<file path="config.mk">
export PLATFORM = sky130hd
export DESIGN_NAME = serial_flash_bus_front_end
export DESIGN_NICKNAME = d
export VERILOG_FILES = /design/src/hw/sflash_pkg.sv /design/src/hw/lane_shifter.sv /design/src/hw/pin_sync.sv /design/src/hw/serial_flash_bus_front_end.sv
export SDC_FILE = /design/constraint.sdc
export NUM_CORES = 1
export LEC_CHECK = 0
export ABC_AREA = 0
export BUFFER_PORTS_ARGS = -buffer_cell sky130_fd_sc_hd__buf_4
export CAP_MARGIN = 30
export CORE_ASPECT_RATIO = 0.75
export CORE_MARGIN = 3
export CORE_UTILIZATION = 59
export CTS_CLUSTER_SIZE = 16
export DETAILED_ROUTE_END_ITERATION = 8
export HOLD_SLACK_MARGIN = 0.15
export PLACE_DENSITY = 0.88
export REMOVE_ABC_BUFFERS = 1
export SYNTH_ARGS = -nofsm -noshare
export SYNTH_HDL_FRONTEND = slang
export SYNTH_SLANG_ARGS = --single-unit
export TNS_END_PERCENT = 50
</file>
<file path="constraint.sdc">
create_clock -name aclk -period 4.98 [get_ports aclk]
set_input_delay 1.494 -clock aclk [delete_from_list [all_inputs] [get_ports aclk]]
set_output_delay 1.494 -clock aclk [all_outputs]
set_load 0.02 [all_outputs]
</file>
<file path="src/hw/sflash_pkg.sv">
// constants, enumerations and carriers of the serial flash bus front end
// assumes a 40 MHz aclk and an axi4-lite master with 8-bit byte addresses
package sflash_pkg;
	// clock and timing
	localparam int CLK_HZ = 40000000;
	localparam int BOOST_WAIT_MS = 200;
	localparam int BOOST_WAIT_CYC = (CLK_HZ / 1000) * BOOST_WAIT_MS;
	localparam int PROG_CYC = 64;
	localparam int FAST_CYC = 16;
	localparam int CNT_W = 24;
	localparam int ADDR_BYTES = 3;
	// register offsets
	localparam logic [7:0] REG_NONVOLATILE_CONFIG_REG = 8'h00;
	localparam logic [7:0] REG_VOLATILE_ENHANCED_CONFIG_REG = 8'h04;
	localparam logic [7:0] REG_STAT = 8'h08;
	localparam logic [7:0] REG_BP = 8'h0c;
	localparam logic [7:0] REG_TX = 8'h10;
	localparam logic [7:0] REG_RX = 8'h14;
	// reset values
	localparam logic [15:0] NONVOLATILE_CONFIG_REG_RST = 16'hffff;
	localparam logic [7:0] VOLATILE_ENHANCED_CONFIG_REG_RST = 8'hff;
	localparam logic [3:0] BP_RST = 4'h0;
	localparam logic [7:0] TX_RST = 8'h00;
	// configuration bit positions
	localparam int NV_DUAL_N = 2;
	localparam int NV_QUAD_N = 3;
	localparam int NV_HOLD_EN = 3;
	localparam int VE_VPP_DIS = 3;
	localparam int VE_HOLD_EN = 4;
	localparam int VE_DUAL_N = 6;
	localparam int VE_QUAD_N = 7;
	// status bit positions
	localparam int ST_PROTO = 0;
	localparam int ST_SEL = 2;
	localparam int ST_ACT = 3;
	localparam int ST_BUSY = 4;
	localparam int ST_PAUSE = 5;
	localparam int ST_INRST = 6;
	localparam int ST_LOST = 7;
	localparam int ST_BOOST = 8;
	localparam int ST_WPFRZ = 9;
	// instruction codes, values arbitrary
	localparam logic [7:0] OP_READ = 8'ha1;
	localparam logic [7:0] OP_QOUT_READ = 8'ha2;
	localparam logic [7:0] OP_QIO_READ = 8'ha3;
	localparam logic [7:0] OP_PROG = 8'ha4;
	localparam logic [7:0] OP_QIN_PROG = 8'ha5;
	localparam logic [7:0] OP_QEXT_PROG = 8'ha6;
	// bus answers
	localparam logic [1:0] RESP_OKAY = 2'b00;
	localparam logic [1:0] RESP_SLVERR = 2'b10;
	typedef enum logic [1:0] {P_SINGLE, P_DUAL, P_QUAD} proto_t;
	typedef enum logic [1:0] {F_IDLE, F_OPC, F_ADDR, F_DATA} frame_t;
	typedef enum logic [1:0] {C_IDLE, C_WAIT, C_RUN} cycle_t;
	typedef struct packed {
		logic is_read;
		logic is_prog;
		logic quad;
		logic [2:0] addr_w;
		logic [2:0] data_w;
	} op_info_t;
	typedef struct packed {
		logic cs_n;
		logic sclk;
		logic [3:0] dq;
		logic vpp_sense;
	} pin_in_t;
	typedef struct packed {
		logic [3:0] dq_out;
		logic [3:0] dq_oe;
	} pin_out_t;
	typedef struct packed {
		logic awvalid;
		logic [7:0] awaddr;
		logic wvalid;
		logic [31:0] wdata;
		logic [3:0] wstrb;
		logic bready;
		logic arvalid;
		logic [7:0] araddr;
		logic rready;
	} axi_req_t;
	typedef struct packed {
		logic awready;
		logic wready;
		logic bvalid;
		logic [1:0] bresp;
		logic arready;
		logic rvalid;
		logic [31:0] rdata;
		logic [1:0] rresp;
	} axi_rsp_t;
endpackage
</file>
<file path="src/hw/lane_shifter.sv">
// shifts 1, 2 or 4 data lines into bytes and bytes out onto lines
// assumes rise and fall are one-cycle serial clock edge strobes
`timescale 1ns/1ps
module lane_shifter (
	// clock
	input wire logic aclk,
	input wire logic aresetn,
	input wire logic ce,
	// control
	input wire logic clear,
	input wire logic rise,
	input wire logic fall,
	input wire logic load,
	input wire logic [2:0] width,
	// data
	input wire logic [3:0] din,
	input wire logic [7:0] tx_byte,
	output logic done,
	output logic [7:0] rx_byte,
	output logic [3:0] dout
);
	typedef struct packed {
		logic [7:0] rx;
		logic [3:0] cnt;
		logic done;
		logic [7:0] tx;
		logic [3:0] tcnt;
		logic [3:0] dout;
	} shift_t;
	shift_t st_r;
	shift_t st_nxt;
	always_comb
	begin
		st_nxt = st_r;
		st_nxt.done = 1'b0;
		if (clear)
		begin
			st_nxt.cnt = 4'h0;
			st_nxt.tcnt = 4'h0;
		end
		else
		begin
			if (rise)
			begin
				case (width)
					3'd4: st_nxt.rx = {st_r.rx[3:0], din};
					3'd2: st_nxt.rx = {st_r.rx[5:0], din[1:0]};
					default: st_nxt.rx = {st_r.rx[6:0], din[0]};
				endcase
				st_nxt.cnt = st_r.cnt + {1'b0, width};
				if (st_nxt.cnt >= 4'h8)
				begin
					st_nxt.cnt = 4'h0;
					st_nxt.done = 1'b1;
				end
			end
			if (load)
			begin
				st_nxt.tx = tx_byte;
				st_nxt.tcnt = 4'h0;
			end
			else if (fall)
			begin
				case (width)
					3'd4: st_nxt.dout = st_r.tx[7:4];
					3'd2: st_nxt.dout = {2'b00, st_r.tx[7:6]};
					default: st_nxt.dout = {2'b00, st_r.tx[7], 1'b0};
				endcase
				st_nxt.tx = st_r.tx << width;
				st_nxt.tcnt = st_r.tcnt + {1'b0, width};
				if (st_nxt.tcnt >= 4'h8)
				begin
					st_nxt.tx = tx_byte;
					st_nxt.tcnt = 4'h0;
				end
			end
		end
	end
	always_ff @(posedge aclk)
	begin
		if (!aresetn)
			st_r <= '0;
		else if (ce)
			st_r <= st_nxt;
	end
	assign done = st_r.done;
	assign rx_byte = st_r.rx;
	assign dout = st_r.dout;
endmodule

</file>
<file path="src/hw/pin_sync.sv">
// two-flop synchroniser for a group of pin levels
// assumes pins are asynchronous to aclk
`timescale 1ns/1ps
module pin_sync #(
	parameter int W = 1,
	parameter logic [W-1:0] RST = '0
) (
	// clock
	input wire logic aclk,
	input wire logic aresetn,
	input wire logic ce,
	// levels
	input wire logic [W-1:0] d,
	output logic [W-1:0] q
);
	typedef struct packed {
		logic [W-1:0] s1;
		logic [W-1:0] s2;
	} sync_t;
	sync_t st_r;
	sync_t st_nxt;
	always_comb
	begin
		st_nxt = st_r;
		st_nxt.s1 = d;
		st_nxt.s2 = st_r.s1;
	end
	always_ff @(posedge aclk)
	begin
		if (!aresetn)
			st_r <= '{s1: RST, s2: RST};
		else if (ce)
			st_r <= st_nxt;
	end
	assign q = st_r.s2;
endmodule

</file>
<file path="src/hw/serial_flash_bus_front_end.sv">
// serial bus front end of a serial flash: select, pause/reset, protect/boost, protocols
// assumes an axi4-lite master on aclk and serial pins asynchronous to aclk
//
// Notes on behaviour
// select high deselects and floats data_io_1.
// deselected, stay active until the internal cycle ends, then standby.
// select low selects the device and makes it active.
// only a falling select edge after power-up starts an instruction.
// pause freezes shifting and floats outputs; input and clock ignored.
// host starts pause only while select is low.
// reset variant: pin high runs normally, low resets with outputs floated.
// reset during an internal cycle aborts it and marks data lost.
// single-line protocol quad instructions use the pause pin as data_io_3.
// four-line protocol selected uses pin as data_io_3; deselected, reset allowed.
// nonvolatile bit 3 or volatile bit 4 cleared disables pause/reset.
// single/dual instructions: low write-protect freezes block_protect_bits; code freezes them only in the single-line protocol.
// protect pin is data_io_2 in quad reads and four-line protocol.
// boost allowed only when volatile bit 3 is 0; default 1.
// after quad program, wait 200 ms for boost, else standard speed.
// modes 0 and 3: latch on rising clock, drive after falling clock.
// host parks the clock low or high when idle.
// one protocol at a time chosen by configuration bits, never mixed.
// single-line protocol sends opcode on data_io_0, rest per instruction.
// two-line protocol carries every phase on data_io_0 and data_io_1.
// volatile bit 6 cleared selects two-line protocol until power-on.
// power-on protocol: nonvolatile bit 2 low dual, bit 3 low quad; code picks dual when both are low.
// four-line protocol carries every phase on data_io_0 to data_io_3.
// volatile bit 7 cleared selects four-line protocol until power-on; code picks two-line instead when bit 6 is also cleared.
// opcode, address and data are latched on the rising clock edge.
// each select-low period is one frame; early rise discards partial instruction.
//
// Added by the designer: the address map and the AXI4-Lite interface to the registers.
`timescale 1ns/1ps
module serial_flash_bus_front_end #(
	parameter bit RESET_VARIANT = 1'b0,
	parameter logic [15:0] NONVOLATILE_CONFIG_REG_INIT = sflash_pkg::NONVOLATILE_CONFIG_REG_RST,
	parameter int BOOST_WAIT = sflash_pkg::BOOST_WAIT_CYC,
	parameter int PROG = sflash_pkg::PROG_CYC,
	parameter int FAST = sflash_pkg::FAST_CYC
) (
	// clock and reset
	input wire logic aclk,
	input wire logic aresetn,
	input wire logic ce,
	// register bus
	input wire sflash_pkg::axi_req_t axi_req,
	output sflash_pkg::axi_rsp_t axi_rsp,
	// serial pins
	input wire sflash_pkg::pin_in_t pins,
	output sflash_pkg::pin_out_t pins_out,
	// power state
	output logic active_power
);
	typedef struct packed {
		sflash_pkg::frame_t fst;
		sflash_pkg::cycle_t cst;
		sflash_pkg::proto_t proto;
		logic cs_prev;
		logic sclk_prev;
		logic [7:0] opcode;
		logic [7:0] data_byte;
		logic [7:0] byte_cnt;
		logic [15:0] nonvolatile_config_reg;
		logic [7:0] volatile_enhanced_config_reg;
		logic [3:0] bp;
		logic [7:0] tx;
		logic [sflash_pkg::CNT_W-1:0] cnt;
		logic boosted;
		logic lost;
		logic drv;
		logic load;
		logic [3:0] oe;
		logic active;
		logic aw_ok;
		logic [7:0] aw_addr;
		logic w_ok;
		logic [31:0] wdata;
		logic [3:0] wstrb;
		logic bvalid;
		logic [1:0] bresp;
		logic rvalid;
		logic [31:0] rdata;
		logic [1:0] rresp;
	} state_t;

	localparam logic [7:0] VOLATILE_ENHANCED_CONFIG_REG_INIT = {NONVOLATILE_CONFIG_REG_INIT[sflash_pkg::NV_QUAD_N],
		NONVOLATILE_CONFIG_REG_INIT[sflash_pkg::NV_DUAL_N], sflash_pkg::VOLATILE_ENHANCED_CONFIG_REG_RST[5:0]};
	localparam int AB = sflash_pkg::ADDR_BYTES;

	function automatic sflash_pkg::proto_t proto_of(input logic [7:0] v);
		if (!v[sflash_pkg::VE_DUAL_N])
			return sflash_pkg::P_DUAL;
		else if (!v[sflash_pkg::VE_QUAD_N])
			return sflash_pkg::P_QUAD;
		return sflash_pkg::P_SINGLE;
	endfunction

	function automatic sflash_pkg::op_info_t decode(input logic [7:0] op,
		input sflash_pkg::proto_t pr);
		sflash_pkg::op_info_t o;
		o = '{is_read: 1'b0, is_prog: 1'b0, quad: 1'b0, addr_w: 3'd1, data_w: 3'd1};
		case (op)
			sflash_pkg::OP_READ: o.is_read = 1'b1;
			sflash_pkg::OP_QOUT_READ: o = '{1'b1, 1'b0, 1'b1, 3'd1, 3'd4};
			sflash_pkg::OP_QIO_READ: o = '{1'b1, 1'b0, 1'b1, 3'd4, 3'd4};
			sflash_pkg::OP_PROG: o.is_prog = 1'b1;
			sflash_pkg::OP_QIN_PROG: o = '{1'b0, 1'b1, 1'b1, 3'd1, 3'd4};
			sflash_pkg::OP_QEXT_PROG: o = '{1'b0, 1'b1, 1'b1, 3'd4, 3'd4};
			default: o.is_prog = 1'b0;
		endcase
		// whole frame on two or four lines
		if (pr == sflash_pkg::P_DUAL)
		begin
			o.addr_w = 3'd2;
			o.data_w = 3'd2;
			o.quad = 1'b0;
		end
		else if (pr == sflash_pkg::P_QUAD)
		begin
			o.addr_w = 3'd4;
			o.data_w = 3'd4;
			o.quad = 1'b1;
		end
		return o;
	endfunction

	localparam state_t ST_RST = '{
		fst: sflash_pkg::F_IDLE,
		cst: sflash_pkg::C_IDLE,
		proto: proto_of(VOLATILE_ENHANCED_CONFIG_REG_INIT),
		nonvolatile_config_reg: NONVOLATILE_CONFIG_REG_INIT,
		volatile_enhanced_config_reg: VOLATILE_ENHANCED_CONFIG_REG_INIT,
		bp: sflash_pkg::BP_RST,
		tx: sflash_pkg::TX_RST,
		default: '0
	};

	state_t st_r;
	state_t st_nxt;
	logic [$bits(sflash_pkg::pin_in_t)-1:0] p_raw;
	sflash_pkg::pin_in_t p;
	sflash_pkg::op_info_t oi;
	logic sel;
	logic rise;
	logic fall;
	logic cs_fall;
	logic dq23_data;
	logic hold_en;
	logic rst_act;
	logic pause;
	logic wp_frozen;
	logic busy;
	logic [2:0] cur_w;
	logic go_rise;
	logic go_fall;
	logic sh_clear;
	logic sh_done;
	logic [7:0] sh_rx;
	logic [3:0] sh_dout;
	logic [31:0] wmask;
	logic [31:0] wval;
	logic [31:0] status;

	pin_sync #(
		.W($bits(sflash_pkg::pin_in_t)),
		.RST(7'h40)
	) u_sync (
		.aclk(aclk),
		.aresetn(aresetn),
		.ce(ce),
		.d(pins),
		.q(p_raw)
	);

	lane_shifter u_shift (
		.aclk(aclk),
		.aresetn(aresetn),
		.ce(ce),
		.clear(sh_clear),
		.rise(go_rise),
		.fall(go_fall),
		.load(st_r.load),
		.width(cur_w),
		.din(p.dq),
		.tx_byte(st_r.tx),
		.done(sh_done),
		.rx_byte(sh_rx),
		.dout(sh_dout)
	);

	always_comb
	begin
		p = sflash_pkg::pin_in_t'(p_raw);
		sel = !p.cs_n;
		oi = decode(st_r.opcode, st_r.proto);
		busy = st_r.cst != sflash_pkg::C_IDLE;
		// input latched on rising, output moved on falling
		rise = p.sclk && !st_r.sclk_prev;
		fall = !p.sclk && st_r.sclk_prev;
		cs_fall = st_r.cs_prev && !p.cs_n;
		// pins 2 and 3 act as data lines
		dq23_data = sel && (st_r.proto == sflash_pkg::P_QUAD
			|| (st_r.fst inside {sflash_pkg::F_ADDR, sflash_pkg::F_DATA} && oi.quad));
		hold_en = st_r.nonvolatile_config_reg[sflash_pkg::NV_HOLD_EN] && st_r.volatile_enhanced_config_reg[sflash_pkg::VE_HOLD_EN];
		rst_act = RESET_VARIANT && hold_en && !dq23_data && !p.dq[3];
		// pause only counts once selected in a frame
		pause = !RESET_VARIANT && hold_en && sel && st_r.fst != sflash_pkg::F_IDLE
			&& !dq23_data && !p.dq[3];
		wp_frozen = st_r.proto == sflash_pkg::P_SINGLE && !dq23_data && !p.dq[2];
		case (st_r.fst)
			sflash_pkg::F_OPC: cur_w = st_r.proto == sflash_pkg::P_QUAD ? 3'd4
				: st_r.proto == sflash_pkg::P_DUAL ? 3'd2 : 3'd1;
			sflash_pkg::F_ADDR: cur_w = oi.addr_w;
			sflash_pkg::F_DATA: cur_w = oi.data_w;
			default: cur_w = 3'd1;
		endcase
		go_rise = rise && sel && !pause && !rst_act && (st_r.fst == sflash_pkg::F_OPC
			|| st_r.fst == sflash_pkg::F_ADDR
			|| (st_r.fst == sflash_pkg::F_DATA && !oi.is_read));
		go_fall = fall && sel && !pause && !rst_act && st_r.fst == sflash_pkg::F_DATA
			&& oi.is_read;
		sh_clear = !sel || rst_act || cs_fall;
		wmask = {{8{st_r.wstrb[3]}}, {8{st_r.wstrb[2]}}, {8{st_r.wstrb[1]}},
			{8{st_r.wstrb[0]}}};
		status = 32'h0000_0000;
		status[sflash_pkg::ST_PROTO +: 2] = st_r.proto;
		status[sflash_pkg::ST_SEL] = sel;
		status[sflash_pkg::ST_ACT] = st_r.active;
		status[sflash_pkg::ST_BUSY] = busy;
		status[sflash_pkg::ST_PAUSE] = pause;
		status[sflash_pkg::ST_INRST] = rst_act;
		status[sflash_pkg::ST_LOST] = st_r.lost;
		status[sflash_pkg::ST_BOOST] = st_r.boosted;
		status[sflash_pkg::ST_WPFRZ] = wp_frozen;
	end

	always_comb
	begin
		st_nxt = st_r;
		wval = 32'h0000_0000;
		st_nxt.cs_prev = p.cs_n;
		st_nxt.sclk_prev = p.sclk;
		st_nxt.load = 1'b0;
		// register writes, address and data in either order
		if (axi_req.awvalid && axi_rsp.awready)
		begin
			st_nxt.aw_ok = 1'b1;
			st_nxt.aw_addr = axi_req.awaddr;
		end
		if (axi_req.wvalid && axi_rsp.wready)
		begin
			st_nxt.w_ok = 1'b1;
			st_nxt.wdata = axi_req.wdata;
			st_nxt.wstrb = axi_req.wstrb;
		end
		if (st_r.bvalid && axi_req.bready)
			st_nxt.bvalid = 1'b0;
		if (st_r.aw_ok && st_r.w_ok)
		begin
			st_nxt.aw_ok = 1'b0;
			st_nxt.w_ok = 1'b0;
			st_nxt.bvalid = 1'b1;
			st_nxt.bresp = sflash_pkg::RESP_OKAY;
			case (st_r.aw_addr & 8'hfc)
				sflash_pkg::REG_NONVOLATILE_CONFIG_REG:
				begin
					wval = ({16'h0000, st_r.nonvolatile_config_reg} & ~wmask) | (st_r.wdata & wmask);
					st_nxt.nonvolatile_config_reg = wval[15:0];
				end
				sflash_pkg::REG_VOLATILE_ENHANCED_CONFIG_REG:
				begin
					wval = ({24'h000000, st_r.volatile_enhanced_config_reg} & ~wmask) | (st_r.wdata & wmask);
					st_nxt.volatile_enhanced_config_reg = wval[7:0];
				end
				sflash_pkg::REG_STAT:
					if (st_r.wstrb[0] && st_r.wdata[sflash_pkg::ST_LOST])
						st_nxt.lost = 1'b0;
				sflash_pkg::REG_BP:
					if (st_r.wstrb[0] && !wp_frozen)
						st_nxt.bp = st_r.wdata[3:0];
				sflash_pkg::REG_TX:
					if (st_r.wstrb[0])
						st_nxt.tx = st_r.wdata[7:0];
				sflash_pkg::REG_RX: st_nxt.bresp = sflash_pkg::RESP_OKAY;
				default: st_nxt.bresp = sflash_pkg::RESP_SLVERR;
			endcase
		end
		// register reads
		if (st_r.rvalid && axi_req.rready)
			st_nxt.rvalid = 1'b0;
		if (axi_req.arvalid && axi_rsp.arready)
		begin
			st_nxt.rvalid = 1'b1;
			st_nxt.rresp = sflash_pkg::RESP_OKAY;
			case (axi_req.araddr & 8'hfc)
				sflash_pkg::REG_NONVOLATILE_CONFIG_REG: st_nxt.rdata = {16'h0000, st_r.nonvolatile_config_reg};
				sflash_pkg::REG_VOLATILE_ENHANCED_CONFIG_REG: st_nxt.rdata = {24'h000000, st_r.volatile_enhanced_config_reg};
				sflash_pkg::REG_STAT: st_nxt.rdata = status;
				sflash_pkg::REG_BP: st_nxt.rdata = {28'h0000000, st_r.bp};
				sflash_pkg::REG_TX: st_nxt.rdata = {24'h000000, st_r.tx};
				sflash_pkg::REG_RX:
					st_nxt.rdata = {8'h00, st_r.byte_cnt, st_r.data_byte, st_r.opcode};
				default:
				begin
					st_nxt.rdata = 32'h0000_0000;
					st_nxt.rresp = sflash_pkg::RESP_SLVERR;
				end
			endcase
		end
		// protocol switches only between frames
		if (st_r.fst == sflash_pkg::F_IDLE)
			st_nxt.proto = proto_of(st_r.volatile_enhanced_config_reg);
		// internal program cycle
		case (st_r.cst)
			sflash_pkg::C_WAIT:
			begin
				st_nxt.cnt = st_r.cnt + 1'b1;
				if (p.vpp_sense)
				begin
					st_nxt.cst = sflash_pkg::C_RUN;
					st_nxt.boosted = 1'b1;
					st_nxt.cnt = '0;
				end
				else if (st_r.cnt == sflash_pkg::CNT_W'(BOOST_WAIT - 1))
				begin
					st_nxt.cst = sflash_pkg::C_RUN;
					st_nxt.cnt = '0;
				end
			end
			sflash_pkg::C_RUN:
			begin
				st_nxt.cnt = st_r.cnt + 1'b1;
				if (st_r.cnt == (st_r.boosted ? sflash_pkg::CNT_W'(FAST - 1)
					: sflash_pkg::CNT_W'(PROG - 1)))
					st_nxt.cst = sflash_pkg::C_IDLE;
			end
			default: st_nxt.cnt = '0;
		endcase
		// frame handling
		if (rst_act || !sel)
		begin
			// partial instructions are dropped, program starts only when complete
			if (!rst_act && st_r.fst == sflash_pkg::F_DATA && oi.is_prog
				&& st_r.byte_cnt != 8'h00 && !busy)
			begin
				st_nxt.cnt = '0;
				st_nxt.boosted = 1'b0;
				// boost wait only when enabled
				if (oi.quad && !st_r.volatile_enhanced_config_reg[sflash_pkg::VE_VPP_DIS])
					st_nxt.cst = sflash_pkg::C_WAIT;
				else
					st_nxt.cst = sflash_pkg::C_RUN;
			end
			st_nxt.fst = sflash_pkg::F_IDLE;
			st_nxt.drv = 1'b0;
		end
		else if (cs_fall)
		begin
			st_nxt.fst = sflash_pkg::F_OPC;
			st_nxt.byte_cnt = 8'h00;
			st_nxt.drv = 1'b0;
		end
		else if (sh_done)
		begin
			case (st_r.fst)
				sflash_pkg::F_OPC:
				begin
					st_nxt.opcode = sh_rx;
					st_nxt.byte_cnt = 8'h00;
					st_nxt.fst = sflash_pkg::F_ADDR;
				end
				sflash_pkg::F_ADDR:
				begin
					st_nxt.byte_cnt = st_r.byte_cnt + 1'b1;
					if (st_r.byte_cnt == 8'(AB - 1))
					begin
						st_nxt.byte_cnt = 8'h00;
						st_nxt.fst = sflash_pkg::F_DATA;
						st_nxt.load = oi.is_read;
					end
				end
				sflash_pkg::F_DATA:
				begin
					st_nxt.data_byte = sh_rx;
					if (st_r.byte_cnt != 8'hff)
						st_nxt.byte_cnt = st_r.byte_cnt + 1'b1;
				end
				default: st_nxt.fst = sflash_pkg::F_IDLE;
			endcase
		end
		if (go_fall)
			st_nxt.drv = 1'b1;
		// a reset during the internal cycle aborts it, set wins over clear
		if (rst_act && busy)
		begin
			st_nxt.cst = sflash_pkg::C_IDLE;
			st_nxt.cnt = '0;
			st_nxt.lost = 1'b1;
		end
		// deselected, paused or reset: all lines float
		st_nxt.oe = 4'h0;
		if (sel && !rst_act && !pause && st_r.fst == sflash_pkg::F_DATA && oi.is_read
			&& (st_r.drv || go_fall))
			st_nxt.oe = cur_w == 3'd4 ? 4'hf : cur_w == 3'd2 ? 4'h3 : 4'h2;
		st_nxt.active = sel || (st_nxt.cst != sflash_pkg::C_IDLE);
	end

	always_ff @(posedge aclk)
	begin
		if (!aresetn)
			st_r <= ST_RST;
		else if (ce)
			st_r <= st_nxt;
	end

	always_comb
	begin
		axi_rsp.awready = !st_r.aw_ok && !st_r.bvalid;
		axi_rsp.wready = !st_r.w_ok && !st_r.bvalid;
		axi_rsp.bvalid = st_r.bvalid;
		axi_rsp.bresp = st_r.bresp;
		axi_rsp.arready = !st_r.rvalid;
		axi_rsp.rvalid = st_r.rvalid;
		axi_rsp.rdata = st_r.rdata;
		axi_rsp.rresp = st_r.rresp;
		pins_out.dq_out = sh_dout;
		pins_out.dq_oe = st_r.oe;
		active_power = st_r.active;
	end
endmodule

</file>
==> results.cfg <==
[final_layout]
area_growth_pct = 10.0
diodes = 0
finalNetCount = 1272
layout_common_cells = 196 x dfxtp_1, 190 x nand2_1, 93 x buf_4
final_cells = 1404
final_common_cell = dfxtp_1
final_area_um2 = 10900
fin_util = 0.671
layout-drive-gt1-share = 0.130

[critical_path]
critPathCaptureType = flip-flop
path_class = reg -> reg
ff2ff_path_depth = 13
critPathArrivalTime_ns = 4.44
start_kind = flip-flop
rr_startpoint = st_r[184]$_SDFFE_PN0P_
cp.required_ns = 5.30
path_max_fanout = 20
crit_start = st_r[184]$_SDFFE_PN0P_

[logic_synthesis]
synth-edff-count = 0
async_flop_share = 0
syn_inst = 1169
postSynthAreaPerCell_um2 = 8.46
yosysSeqAreaShare = 0.397
ys_seq_elements = 196
yosys.cell_types.count = 84
yosysWarnings = 0
yosys_most_used_dff = dfxtp_1
syn_area_um2 = 9890

[placed_design]
dp_hpwl_um = 16300
port_buffers = 84
place_ws_ns = 1.05
globalplace.congestion = 0.911
postPlaceCellArea_um2 = 10300
dp_cells = 1371

[timing]
min_period_ns = 4.12
fin_skew_ns = 0.0108
fmax_ghz = 0.243
slew_viol_final = 0
setup_tns_ns = 0
worstMarginPinSlew_ns = 1.01
holdWs_ns = 0.463
maxSlewHeadroom = 0.327
grt_setup_unrepaired = false
fin_ws_ns = 0.858
final_hold_viol_count = 0
setup_viol = 0
finalCritPeriodShare = 0.828

[clocking]
cts-buffers-inserted = 17
ctsHoldBuffers = 0
cts_tree = yes
cts_buffer_depth = 2
cts-resized-gates = 0
worst_skew_pair.late_latency_ns = 0.44
cts_root_buf = clkbuf_16
cts.clk_slew.worst_paths_ns = 0.07
ctsHtreeMaxLevel = 4
post_cts_buffers = 0
numClockSinks = 196

[detailed_routing]
wl_per_cell_um = 16.8
first_iter_violations = 817
drtPass1Iterations = 5
vias = 8434
viasPerCell = 6.01
drcViolationCount = 0
wl_um = 23500
postRouteAntennaNets = 0

[pwr]
p_leak_nw = 4.21
power_mw = 3.13
irDropWorstVdd_mv = 0.196
p_per_area_nw_per_um2 = 288

[grt]
antenna_found_initial = 0
met2_usage = 0.375
grt_most_used_layer = met2
overflow = 0
grtUsageTotal = 0.253
grt_max_degree = 147
grt_pass1_vias = 7784
use_met1 = 0.360
use_met3 = 0.0655
grt_first_pass_wirelength_um = 38500

[floorplanning]
start_util = 0.610
ios = 117
dieArea_um2 = 18400
row_count = 40
die_x_um = 156
die_y_um = 118
core_area_um2 = 16200

[hold_path]
hold_path_class = reg -> reg
worstHoldStart = axi_rsp[22]$_SDFFE_PN0P_
hold_path_depth = 2

[run_status]
status = finished, final reports clean

[run]
maxCapViolCount = 0
==> cells in the mapped netlist (all sizes together), types with 6 or more instances <==
cell | count | share of area
and3 | 19 | 0.012
nor3b | 9 | 0.0073
nand2b | 7 | 0.0044
a21oi | 34 | 0.018
buf | 59 | 0.041
o21ai | 68 | 0.035
a22oi | 15 | 0.011
nor4 | 7 | 0.0066
a21boi | 58 | 0.044
nor2 | 37 | 0.015
nand2 | 191 | 0.073
a21o | 6 | 0.0047
clkbuf | 52 | 0.020
xnor2 | 10 | 0.0089
nor3 | 18 | 0.011
a221oi | 10 | 0.0089
and2 | 15 | 0.0095
mux2i | 53 | 0.054
nand4b | 8 | 0.0071
a41oi | 8 | 0.0071
nand3 | 73 | 0.037
nand4 | 6 | 0.0038
inv | 29 | 0.011
nor2b | 62 | 0.039
dfxtp | 196 | 0.40
ha | 22 | 0.028
==> per-layer routing <==
layer	up-vias	part of all wire
met4	0	0.015
met2	343	0.44
met3	33	0.085
li1	4082	-
met1	3976	0.46
met5	-	0
==> kinds of logic after synthesis <==
group	synth area share
buf+inv	0.0720
simple gates	0.252
mux	0.0570
flops	0.397
compound gates	0.177
fa+ha+maj	0.0319
xor+xnor	0.0133
other cells	0.000379
==> final cells by class <==
type,count,area (um2)
clock buffer,22,464
clock inverter,10,98.8
multi-input combinational,841,5300
timing repair buffer,95,723
fill,1283,5330
sequential,196,3920
tap,210,263
inverter,30,113
==> critical path, stage by stage, from the launching register on <==
cell     delay (ns)
dfxtp_1        0.40
ha_1           0.63
or2_2          0.25
a22oi_1        0.10
or2_2          0.42
inv_1          0.32
ha_1           0.31
a21o_1         0.18
a21oi_1        0.25
xnor2_1        0.21
a31oi_1        0.52
nor2b_1        0.14
a21oi_1        0.18
a21oi_1        0.09
==> power breakdown <==
part / switching, mW / total [mW] / internal [mW]
clock: 0.614 / 1.33 / 0.721
combinational: 0.108 / 0.186 / 0.0777
sequential: 0.0225 / 1.61 / 1.59
total: 0.745 / 3.13 / 2.39
==> path summary, 6_finish.rpt <==
check,to,slack (ns)
max,u_shift.st_r[9]$_SDFFE_PN0P_,0.86
min,axi_rsp[22]$_SDFFE_PN0P_,0.46
max reg2reg,u_shift.st_r[9]$_SDFFE_PN0P_,0.86
min reg2reg,axi_rsp[22]$_SDFFE_PN0P_,0.46
Power figures use the tool's default switching activity.
